===== config.mk =====
export PLATFORM = sky130hd
export DESIGN_NAME = vfd_led_auto_display_scan
export DESIGN_NICKNAME = d
export VERILOG_FILES = /design/src/logic/vfd_scan_pkg.sv /design/src/logic/vfd_led_auto_display_scan.sv
export SDC_FILE = /design/constraint.sdc
export NUM_CORES = 2
export LEC_CHECK = 0
export CAP_MARGIN = 20
export CORE_MARGIN = 8
export CORE_UTILIZATION = 35
export DETAILED_ROUTE_END_ITERATION = 12
export DONT_BUFFER_PORTS = 1
export PLACE_DENSITY = 0.54
export RECOVER_POWER = 50
export SETUP_SLACK_MARGIN = 0.3
export SYNTH_ARGS = -nofsm -noshare
export SYNTH_HDL_FRONTEND = slang
export SYNTH_SLANG_ARGS = --single-unit

===== constraint.sdc =====
create_clock -name clk_i -period 4.2 [get_ports clk_i]
set_input_delay 0.21 -clock clk_i [delete_from_list [all_inputs] [get_ports clk_i]]
set_output_delay 0.21 -clock clk_i [all_outputs]
set_load 0.05 [all_outputs]

===== src/logic/vfd_scan_pkg.sv =====
// Constants shared by the fluorescent and LED display scanner.
package vfd_scan_pkg;

    // ****************************************************************
    // Register map (byte addresses on the 32-bit bus)
    // ****************************************************************
    localparam logic [9:0] ADDR_START_CTRL  = 10'h000;
    localparam logic [9:0] ADDR_CONFIG_CTRL = 10'h004;
    localparam logic [9:0] ADDR_DIGIT_START = 10'h008;
    localparam logic [9:0] ADDR_DIGIT_COUNT = 10'h00C;
    localparam logic [9:0] ADDR_SEG_MASK    = 10'h010;
    localparam logic [9:0] ADDR_SEG_LEVEL   = 10'h014;
    localparam logic [9:0] ADDR_STATUS      = 10'h018;
    localparam logic [9:0] ADDR_MEM_BASE    = 10'h100;
    localparam logic [9:0] ADDR_MEM_END     = 10'h1FC;

    // ****************************************************************
    // Field positions
    // ****************************************************************
    localparam int TUBE_START_BIT = 0;
    localparam int LED_START_BIT  = 1;
    localparam int INVERT_BIT     = 7;
    localparam int WIDTH_LSB      = 5;
    localparam int COUNT_LSB      = 0;
    localparam int DIM_LSB        = 8;
    localparam int STAT_TUBE_BIT  = 0;
    localparam int STAT_LED_BIT   = 1;
    localparam int STAT_COM_BIT   = 2;
    localparam int STAT_SLOT_LSB  = 8;
    localparam int MEM_WORD_BIT   = 2;
    localparam int MEM_SLOT_LSB   = 3;

    // ****************************************************************
    // Sizes, reset values and timing
    // ****************************************************************
    localparam int SLOTS       = 32;
    localparam int HV_PINS     = 60;
    localparam int DIGIT_PINS  = 32;
    localparam int LED_SEGS    = 16;
    localparam int SLOT_SHIFT_MIN = 11;
    localparam logic [7:0] CONFIG_RESET = 8'h00;
    localparam logic [4:0] DIGIT_START_RESET = 5'h00;
    localparam logic [5:0] DIGIT_COUNT_RESET = 6'h00;
    localparam logic [2:0] DIM_OFF = 3'h0;
    localparam logic [2:0] DIM_FULL = 3'h7;
    localparam int REF_CLK_MHZ     = 16;
    localparam int LED_COM_TIME_NS = 5_120_000;
    localparam int LED_SEG_TIME_NS = 4_096_000;
    localparam int LED_COM_CYCLES  = LED_COM_TIME_NS / 1000 * REF_CLK_MHZ;
    localparam int LED_SEG_CYCLES  = LED_SEG_TIME_NS / 1000 * REF_CLK_MHZ;

endpackage


===== src/logic/vfd_led_auto_display_scan.sv =====
// Automatic fluorescent tube and LED display scanner with Wishbone registers.
//
// Functional notes
// - Display memory holds 32 slots of 60 bits each.
// - Slots per scan configurable from 1 to 32.
// - Up to 32 digit pins, 60 digit and segment pins in total.
// - Digits are consecutive pins from start pin, count set by register.
// - At most 60 segment outputs are controlled, 59 with one digit.
// - Four selectable slot widths.
// - Digit dimming, seven steps, one setting for all digits.
// - Option inverts every digit and segment output.
// - Segment dimming on any chosen slot.
// - LED segments show slot 1 while common high, slot 2 while low.
// - LED common phase 5.12 ms, segment phase 4.096 ms at 16 MHz.
// - Start register is write-only, byte writes, no read-modify-write.
// - Start register bits 7 to 2 unused; writes ignored.
// - Bit 1 starts LED display when 1, stops when 0.
// - LED start drives common high with slot 1 data.
// - LED stop turns all LED outputs off immediately.
// - Bit 0 starts tube display when 1, stops when 0.
// - Tube display starts with slot 1 contents.
// - Tube stop finishes current slot, then switches outputs off.
// - Width codes give 2^11, 2^12, 2^13, 2^14 clocks per slot.
// - Slot count value v scans slots 1 through v+1.
// - Inversion affects tube outputs only, never LED outputs.
//
// The Wishbone register port and the register addresses are this design's own decisions.
`timescale 1ns/10ps
module vfd_led_auto_display_scan #(
    parameter int SLOT_SHIFT_BASE = vfd_scan_pkg::SLOT_SHIFT_MIN,
    parameter int LED_COM_LEN     = vfd_scan_pkg::LED_COM_CYCLES,
    parameter int LED_SEG_LEN     = vfd_scan_pkg::LED_SEG_CYCLES
) (
    input  wire logic                                clk_i,
    input  wire logic                                rst_i,
    input  wire logic                                cyc_i,
    input  wire logic                                stb_i,
    input  wire logic                                we_i,
    input  wire logic [9:0]                          adr_i,
    input  wire logic [3:0]                          sel_i,
    input  wire logic [31:0]                         dat_i,
    output logic      [31:0]                         dat_o,
    output logic                                     ack_o,
    output logic      [vfd_scan_pkg::HV_PINS-1:0]    high_voltage_outputs_o,
    output logic                                     led_common_output_o,
    output logic      [vfd_scan_pkg::LED_SEGS-1:0]   led_segment_outputs_o
);
    import vfd_scan_pkg::*;

    localparam int PH_W  = SLOT_SHIFT_BASE + 3;
    localparam int LED_W = $clog2(LED_COM_LEN + 1);

    // ****************************************************************
    // Bus slave
    // ****************************************************************
    logic              ack_q;
    logic [31:0]       dat_q;
    logic              req;
    logic              wr;
    logic              ctrl_wr;
    logic              mem_hit;
    logic [4:0]        mem_slot;
    logic              mem_hi;

    assign req      = cyc_i && stb_i && !ack_q;
    assign wr       = req && we_i;
    // Control writes need the low lane enabled; the digit dim field and the
    // upper segment mask bytes are taken from the higher lanes.
    assign ctrl_wr  = wr && sel_i[0];
    assign mem_hit  = adr_i >= ADDR_MEM_BASE && adr_i <= ADDR_MEM_END;
    assign mem_slot = adr_i[MEM_SLOT_LSB +: 5];
    assign mem_hi   = adr_i[MEM_WORD_BIT];

    always_ff @(posedge clk_i) begin
        if (rst_i) begin
            ack_q <= 1'b0;
        end else begin
            ack_q <= req;
        end
    end

    // ****************************************************************
    // Configuration registers
    // ****************************************************************
    logic              tube_en_q;
    logic              led_en_q;
    logic              invert_q;
    logic [1:0]        width_q;
    logic [4:0]        last_slot_q;
    logic [4:0]        digit_start_q;
    logic [2:0]        digit_dim_q;
    logic [5:0]        digit_count_q;
    logic [SLOTS-1:0]  seg_mask_q;
    logic [2:0]        seg_dim_q;

    always_ff @(posedge clk_i) begin
        if (rst_i) begin
            tube_en_q     <= 1'b0;
            led_en_q      <= 1'b0;
            invert_q      <= CONFIG_RESET[INVERT_BIT];
            width_q       <= CONFIG_RESET[WIDTH_LSB +: 2];
            last_slot_q   <= CONFIG_RESET[COUNT_LSB +: 5];
            digit_start_q <= DIGIT_START_RESET;
            digit_dim_q   <= DIM_OFF;
            digit_count_q <= DIGIT_COUNT_RESET;
            seg_mask_q    <= '0;
            seg_dim_q     <= DIM_OFF;
        end else if (ctrl_wr) begin
            unique case (adr_i)
                ADDR_START_CTRL: begin
                    tube_en_q <= dat_i[TUBE_START_BIT];
                    led_en_q  <= dat_i[LED_START_BIT];
                end
                ADDR_CONFIG_CTRL: begin
                    invert_q    <= dat_i[INVERT_BIT];
                    width_q     <= dat_i[WIDTH_LSB +: 2];
                    last_slot_q <= dat_i[COUNT_LSB +: 5];
                end
                ADDR_DIGIT_START: begin
                    digit_start_q <= dat_i[4:0];
                    digit_dim_q   <= dat_i[DIM_LSB +: 3];
                end
                ADDR_DIGIT_COUNT: begin
                    digit_count_q <= dat_i[5:0];
                end
                ADDR_SEG_MASK: begin
                    for (int b = 0; b < 4; b++) begin
                        if (sel_i[b]) begin
                            seg_mask_q[8*b +: 8] <= dat_i[8*b +: 8];
                        end
                    end
                end
                ADDR_SEG_LEVEL: begin
                    seg_dim_q <= dat_i[2:0];
                end
                default: begin
                end
            endcase
        end
    end

    // ****************************************************************
    // Display memory
    // ****************************************************************
    // memory of 32 by 60 bits.
    logic [HV_PINS-1:0] mem_q [SLOTS];

    always_ff @(posedge clk_i) begin
        if (wr && mem_hit) begin
            for (int b = 0; b < 4; b++) begin
                if (sel_i[b]) begin
                    if (mem_hi) begin
                        if (32 + 8*b < HV_PINS) begin
                            mem_q[mem_slot][32 + 8*b +: 4] <= dat_i[8*b +: 4];
                        end
                        if (36 + 8*b < HV_PINS) begin
                            mem_q[mem_slot][36 + 8*b +: 4] <= dat_i[8*b + 4 +: 4];
                        end
                    end else begin
                        mem_q[mem_slot][8*b +: 8] <= dat_i[8*b +: 8];
                    end
                end
            end
        end
    end

    // ****************************************************************
    // Tube scan
    // ****************************************************************
    logic              tube_run_q;
    logic [4:0]        slot_q;
    logic [PH_W-1:0]   phase_q;
    logic [PH_W-1:0]   phase_last;
    logic              tick;
    logic              tube_go;
    logic [2:0]        frac;

    assign phase_last = PH_W'((1 << (SLOT_SHIFT_BASE + int'(width_q))) - 1);
    assign tick       = phase_q == phase_last;
    assign tube_go    = ctrl_wr && adr_i == ADDR_START_CTRL && dat_i[TUBE_START_BIT]
                        && !tube_run_q;
    assign frac       = 3'(phase_q >> (SLOT_SHIFT_BASE - 3 + int'(width_q)));

    always_ff @(posedge clk_i) begin
        if (rst_i) begin
            tube_run_q <= 1'b0;
            slot_q     <= '0;
            phase_q    <= '0;
        end else if (tube_go) begin
            tube_run_q <= 1'b1;
            slot_q     <= '0;
            phase_q    <= '0;
        end else if (tube_run_q) begin
            if (tick) begin
                phase_q <= '0;
                tube_run_q <= tube_en_q;
                slot_q <= (slot_q == last_slot_q) ? 5'h00 : slot_q + 5'h01;
            end else begin
                phase_q <= phase_q + PH_W'(1);
            end
        end
    end

    // Dimming passes the first (8 - level) eighths of each slot, so
    // level 0 is full brightness and levels 1 to 7 are the seven steps.
    logic               digit_on;
    logic               seg_on;
    logic [HV_PINS-1:0] fip_d;
    logic [HV_PINS-1:0] fip_q;

    // one digit dimmer for all digits.
    assign digit_on = {1'b0, frac} < (4'h8 - {1'b0, digit_dim_q});
    assign seg_on   = !seg_mask_q[slot_q] ||
                      ({1'b0, frac} < (4'h8 - {1'b0, seg_dim_q}));

    always_comb begin
        for (int p = 0; p < HV_PINS; p++) begin
            // digits are consecutive among first 32.
            // any other pin is a segment, at most 59 with one digit.
            if (p < DIGIT_PINS && p >= int'(digit_start_q) &&
                p < int'(digit_start_q) + int'(digit_count_q)) begin
                fip_d[p] = tube_run_q && mem_q[slot_q][p] && digit_on;
            end else begin
                fip_d[p] = tube_run_q && mem_q[slot_q][p] && seg_on;
            end
        end
        fip_d = fip_d ^ {HV_PINS{invert_q}};
    end

    always_ff @(posedge clk_i) begin
        if (rst_i) begin
            fip_q <= '0;
        end else begin
            fip_q <= fip_d;
        end
    end

    // ****************************************************************
    // LED scan
    // ****************************************************************
    logic               led_run_q;
    logic               com_q;
    logic [LED_W-1:0]   led_cnt_q;
    logic               led_go;
    logic               led_stop;
    logic               led_com_q;
    logic [LED_SEGS-1:0] led_seg_q;

    assign led_go   = ctrl_wr && adr_i == ADDR_START_CTRL && dat_i[LED_START_BIT];
    assign led_stop = ctrl_wr && adr_i == ADDR_START_CTRL && !dat_i[LED_START_BIT];

    always_ff @(posedge clk_i) begin
        if (rst_i) begin
            led_run_q <= 1'b0;
            com_q     <= 1'b0;
            led_cnt_q <= '0;
        end else if (led_stop) begin
            led_run_q <= 1'b0;
            com_q     <= 1'b0;
            led_cnt_q <= '0;
        end else if (led_go && !led_run_q) begin
            led_run_q <= 1'b1;
            com_q     <= 1'b1;
            led_cnt_q <= '0;
        end else if (led_run_q) begin
            if (led_cnt_q == LED_W'(LED_COM_LEN - 1)) begin
                led_cnt_q <= '0;
                com_q     <= !com_q;
            end else begin
                led_cnt_q <= led_cnt_q + LED_W'(1);
            end
        end
    end

    always_ff @(posedge clk_i) begin
        if (rst_i) begin
            led_com_q <= 1'b0;
            led_seg_q <= '0;
        end else if (!led_run_q || led_stop) begin
            led_com_q <= 1'b0;
            led_seg_q <= '0;
        end else begin
            led_com_q <= com_q;
            if (led_cnt_q < LED_W'(LED_SEG_LEN)) begin
                led_seg_q <= com_q ? mem_q[0][LED_SEGS-1:0] : mem_q[1][LED_SEGS-1:0];
            end else begin
                led_seg_q <= '0;
            end
        end
    end

    // ****************************************************************
    // Read data
    // ****************************************************************
    always_ff @(posedge clk_i) begin
        if (rst_i) begin
            dat_q <= '0;
        end else if (req && !we_i) begin
            dat_q <= '0;
            if (mem_hit) begin
                dat_q <= mem_hi ? 32'(mem_q[mem_slot][HV_PINS-1:32])
                                : mem_q[mem_slot][31:0];
            end else if (adr_i == ADDR_STATUS) begin
                dat_q[STAT_TUBE_BIT]         <= tube_run_q;
                dat_q[STAT_LED_BIT]          <= led_run_q;
                dat_q[STAT_COM_BIT]          <= com_q;
                dat_q[STAT_SLOT_LSB +: 5]    <= slot_q;
            end else if (adr_i == ADDR_SEG_MASK) begin
                dat_q <= seg_mask_q;
            end
        end
    end

    assign dat_o                  = dat_q;
    assign ack_o                  = ack_q;
    assign high_voltage_outputs_o = fip_q;
    assign led_common_output_o    = led_com_q;
    assign led_segment_outputs_o  = led_seg_q;
endmodule


======== Word-level counts from Yosys, hierarchy flattened ========
Memory sizes are Yosys's and may differ from the RTL's. A register that Yosys moved wholly into a read port is not among the register bits.
Index checks and enable logic that the tools add are counted.
storage, ports and cells
  output and inout bits ................... 110
  bits in writable memories ............... 1920
  memories kept ........................... 1
  register bits ........................... 207
memories
  name   depth  width  rd ports  clocked after Yosys merged registers in  write ports  RTL line                          RTL
  mem_q  32     60     4         1                                        1            vfd_led_auto_display_scan.sv:146  logic [HV_PINS-1:0] mem_q [SLOTS];
cells by class
  shift operators ......................... 2
  reduce and logical (&&, ||, !) cells .... 224
  bitwise operators ....................... 2
  add/subtract/negate cells ............... 9
  order comparisons ....................... 69
  multiplexer cells ....................... 79
  eq/ne operators ......................... 9
operators with widths
  operator                                             count
  < comparator 6 x 32 -> 1 bit (first input constant)  16
  < comparator 5 x 32 -> 1 bit (first input constant)  8
  logical AND 1 bit                                    196
  < comparator 4 x 32 -> 1 bit (first input constant)  4
  two-way mux 32 bit                                   3
  >= comparator 5 bit (first input constant)           15
  two-way mux 1 bit                                    65
  < comparator 3 x 32 -> 1 bit (first input constant)  2
  bitwise XOR 60 bit                                   1
  >= comparator 4 x 5 -> 1 bit (first input constant)  8
  < comparator 1 x 32 -> 1 bit (first input constant)  1
  < comparator 2 x 32 -> 1 bit (first input constant)  1
  == test 10 x 5 -> 1 bit (second input constant)      3
  two-way mux 5 bit                                    5
  == test 10 x 4 -> 1 bit (second input constant)      2
  >= comparator 3 x 5 -> 1 bit (first input constant)  4
  two-way mux 19 bit                                   1
  adder 17 x 1 -> 17 bit (second input constant)       1
  == test 17 bit (second input constant)               1
  < comparator 17 bit (second input constant)          1
  two-way mux 17 bit                                   1
  two-way mux 16 bit                                   1
  adder 14 x 1 -> 14 bit (second input constant)       1
  == test 14 bit                                       1
  other kinds (27)                                     52

======== Longest topological paths before layout ========
  depth in word-level cells ............... 9
  mapped depth ............................ 12
  depth with buffers taken out ............ 10

======== Worst setup path before layout ========
No wires, ideal clock.
  kind .................................... reg2reg
  start ................................... register digit_start_q[0]
  end ..................................... register fip_q[20] (netlist: high_voltage_outputs_o[20])
  cell stages (with the launch flop) ...... 10
  arrival ................................. 2.667 ns
  period minus slack after synthesis ...... 2.739 ns
  slack ................................... 1.461 ns
  library setup time ...................... 0.072 ns
  path through ............................ dfxtp_1 -> ha_1 -> fa_1 -> a211o_1 -> and2_1 -> o211ai_1 -> clkbuf_1 -> o211ai_1 -> a221oi_1 -> mux2i_1
between the ends
  cells in the longest elaborated chain, start to end .. 5
  elaborated cells on any way between the ends .. 6
RTL lines
  what                          RTL line                          RTL
  from (decl)                   vfd_led_auto_display_scan.sv:90   logic [4:0] digit_start_q;
  from (signal assigned)        vfd_led_auto_display_scan.sv:120  digit_start_q <= dat_i[4:0];
  adder 5 x 6 -> 7 bit          n/a
  < comparator 6 x 32 -> 1 bit  vfd_led_auto_display_scan.sv:221  p < int'(digit_start_q) + int'(digit_count_q)) begin
  logical AND 1 bit *           vfd_led_auto_display_scan.sv:220  if (p < DIGIT_PINS && p >= int'(digit_start_q) &&
  two-way mux 1 bit *           vfd_led_auto_display_scan.sv:220
  bitwise XOR 60 bit *          vfd_led_auto_display_scan.sv:227  fip_d = fip_d ^ {HV_PINS{invert_q}};
  to (signal assigned)          vfd_led_auto_display_scan.sv:234  fip_q <= fip_d;
  to (decl)                     vfd_led_auto_display_scan.sv:209  logic [HV_PINS-1:0] fip_q;
Every way passes the cells marked *; elsewhere a longest branch is shown, timed or not.
A chain may end at the register's enable or synchronous reset.

======== Worst setup path after layout ========
  start ................................... register ack_q (netlist: ack_o)
  end ..................................... register digit_count_q[5]
between the ends
  cells in the longest elaborated chain, start to end .. 5
RTL lines
  what                           RTL line                          RTL
  from (decl)                    vfd_led_auto_display_scan.sv:56   logic ack_q;
  from (signal assigned)         vfd_led_auto_display_scan.sv:78   ack_q <= req;
  logical NOT 1 bit              vfd_led_auto_display_scan.sv:65   assign req = cyc_i && stb_i && !ack_q;
  logical AND 1 bit              vfd_led_auto_display_scan.sv:65
  logical AND 1 bit              vfd_led_auto_display_scan.sv:66   assign wr = req && we_i;
  logical AND 1 bit              vfd_led_auto_display_scan.sv:69   assign ctrl_wr = wr && sel_i[0];
  AND reduction 2 bit (no line)  n/a
  to (signal assigned)           vfd_led_auto_display_scan.sv:124  digit_count_q <= dat_i[5:0];
  to (decl)                      vfd_led_auto_display_scan.sv:92   logic [5:0] digit_count_q;
Every way passes these cells.

==> metrics <==
final worst slack 0.340 ns; final hold violations 0; Setup Total Neg Slack 0 ns; Clock Skews 0.0636 ns; area of the core 279000 um^2; clk sinks 2132; CTS Buf Count 225; GRT overflow 0; Top FF cell, synth edfxtp_1; TritonCTS clock tree built; Peak VDD IR 0.433 mV; Global Route Usage Sum 0.221; Met3 Wirelength 33200 um; status finished, violations left; commonest non-fill, non-tap cell in the layout edfxtp_1; Seq cells post-synth 2132; Port Buffers 0; Highest Clock Rate 259 MHz; io pins 161; WL/cell 35.7 um; post-route ant nets 0; Synthesized Nets 5423; full die area 297000 um^2; initial antenna violation count 16; Slew Limit Fails 2240; DR WL met2 159000 um; Final Hold Slack 0.0860 ns; worst-margin pin slew 3.87 ns; share of post-route cells with drive strength above 1 0.305; Final nets 5685; Max Cap Viol 30; First-pass DRT Iterations 8; H-tree lvl count 4; Iter 0 DRT Violations 7302; violated checks max-capacitance violations, max-slew violations; synth unique cells 78; Highest Signal Layer met5; Vias/cell 6.09; Syn Inst Count 5357; RSZ-0062 raised after global routing no; clock buffer depth 3; Horiz. Die Dim 545 um; CP endpoint kind register; EDFF count, synth 1920; final wirelength 341000 um; crit path time final 3.86 ns; clk_lat worst skew 0.90 ns; Seq/Total Area, Yosys 0.632; Min-Delay Path Class in -> reg; P per Cell Area 402 nW/um^2; first-pass GRT wire length 470000 um; post-CTS setup repair buffer count 0; Starting Density 0.351; root buf cell clkbuf_16; routed length on met1 134000 um; Syn. warnings 0; Post-Syn Area per Cell 18.3 um^2; worst path required time 4.94 ns; Tcrit/Tclk final 0.919; row count 194; DP HPWL 221000 um; pre-CTS setup slack 0.259 ns; via count 58100; critical path class reg -> reg; LEAKAGE 33.6 nW; Syn-to-layout area delta 14.2%; largest net degree at the start of global routing 492; vias in the first global route 58100; Max-slew headroom -1.58; most frequent cells in the layout 1920 x edfxtp_1, 969 x mux4_2, 412 x nor2_1; Clock Pin Slew Worst Setup and Hold Paths 0.06 ns; Startpoint Class register; Async S/R FF share, synth 0; die height 545 um; Worst Path Max Fanout 7; routability cong. 0.881; Worst Path Arrival 4.60 ns; drt drc 0; Setup violations, final 0; mapped cell area 98000 um^2
==> registers in the layout (all words and copies together) (netlist names), 2 cells and up, named ones only <==
signal	count
dat_o	32
mem_q	1920
seg_mask_q	32
width_q	2
led_segment_outputs_o	16
digit_start_q	5
last_slot_q	5
led_cnt_q	17
digit_dim_q	3
seg_dim_q	3
slot_q	5
digit_count_q	6
high_voltage_outputs_o	60
phase_q	14
==> layout make-up <==
class	count	area, um^2
antenna	17	42.5
clock buffer	275	5910
clock inverter	145	1460
fill	24900	167000
inverter	19	71.3
multi-input combinational	2768	33900
sequential	2132	61900
tap	3724	4660
timing repair buffer	473	3940
==> cell usage after synthesis (7+ instances only) <==
master	number	area share
a211oi_1	48	0.0037
a21oi_1	74	0.0038
a221oi_1	56	0.0050
a22o_1	36	0.0032
a22oi_1	264	0.020
a31oi_1	30	0.0019
and2_1	9	0.00057
and3_1	11	0.00070
buf_1	45	0.0017
buf_2	143	0.0073
buf_4	71	0.0054
buf_6	15	0.0017
clkbuf_1	163	0.0062
dfxtp_1	212	0.043
edfxtp_1	1920	0.59
ha_1	14	0.0018
inv_1	18	0.00069
mux2_2	29	0.0033
mux2i_1	266	0.027
mux4_2	969	0.22
nand2_1	128	0.0049
nand2b_1	12	0.00077
nand3_1	56	0.0029
nand3_2	20	0.0020
nand4_1	45	0.0029
nor2_1	415	0.016
nor2b_1	10	0.00064
nor3_1	22	0.0011
o211ai_1	14	0.0011
o21a_1	7	0.00054
o21ai_0	39	0.0020
o21ai_1	12	0.00061
o221ai_1	24	0.0021
o22ai_1	18	0.0011
o311a_1	8	0.00082
o31ai_1	10	0.00077
xnor2_1	18	0.0016
xor2_1	22	0.0020
==> what timing repair did <==
action / in CTS / in global routing
endpoints found under the hold margin: 2086 / 0
hold buffers: 89 / 0
setup endpoints to repair: 9 / 0
gates resized for setup: 1 / 0
==> cells by family after synthesis <==
family	synth area share
AO/OA/AOI/OAI	0.0500
XOR/XNOR	0.00357
adder cells (fa/ha/maj)	0.00199
buffers and inverters	0.0232
flip-flops	0.632
multiplexers	0.253
AND/OR/NAND/NOR	0.0365
==> worst max-delay path, cell delays in order, from the launching register on <==
cell           delay [ns]
dfxtp_1              0.48
nand4b_1             0.57
nor2_1               0.24
clkbuf_1             0.45
nand3_1              0.53
nor3b_2              0.31
buf_4                0.25
mux2i_1              0.20
dlygate4sd3_1        0.61
nor2_1               0.04
==> layer usage <==
metal | track usage | vias up
met2 | 0.346 | 3098
met1 | 0.296 | 31200
li1 | - | 23200
met5 | 0 | -
met3 | 0.0577 | 560
met4 | 0.0839 | 2
==> worst paths after layout <==
| check | startpoint | endpoint | slack (ns) | depth (start not counted) |
|---|---|---|---|---|
| setup / recovery | ack_o$_SDFF_PP0_ | digit_count_q[5]$_SDFFE_PP0P_ | 0.34 | 9 |
| hold / removal | sel_i[2] | mem_q[26][17]$_DFFE_PP_ | 0.09 | 4 |
| setup reg to reg | ack_o$_SDFF_PP0_ | digit_count_q[5]$_SDFFE_PP0P_ | 0.34 | 9 |
| hold reg to reg | seg_mask_q[8]$_SDFFE_PP0P_ | seg_mask_q[8]$_SDFFE_PP0P_ | 0.48 | 2 |
==> through the flow <==
stage / area, um^2 / power (mW) / util / cells
final: 112000 / 45.0 / 0.401 / 9553
after global routing: 112000 / 46.0 / 0.401 / 9544
after CTS: 113000 / 45.2 / 0.404 / 9536
after detailed placement: 104000 / 24.8 / 0.372 / 9027
after global placement: 104000 / 24.8 / 0.372 / 9026
after floorplan: 98000 / 24.5 / - / 5357
==> power breakdown <==
group / leakage [nW] / switching [mW] / internal [mW]
logic: 11.0 / 1.03 / 0.625
registers: 19.0 / 0.0899 / 23.2
clock network: 3.59 / 8.75 / 11.3
No activity file was read; power rests on OpenSTA's default activity.
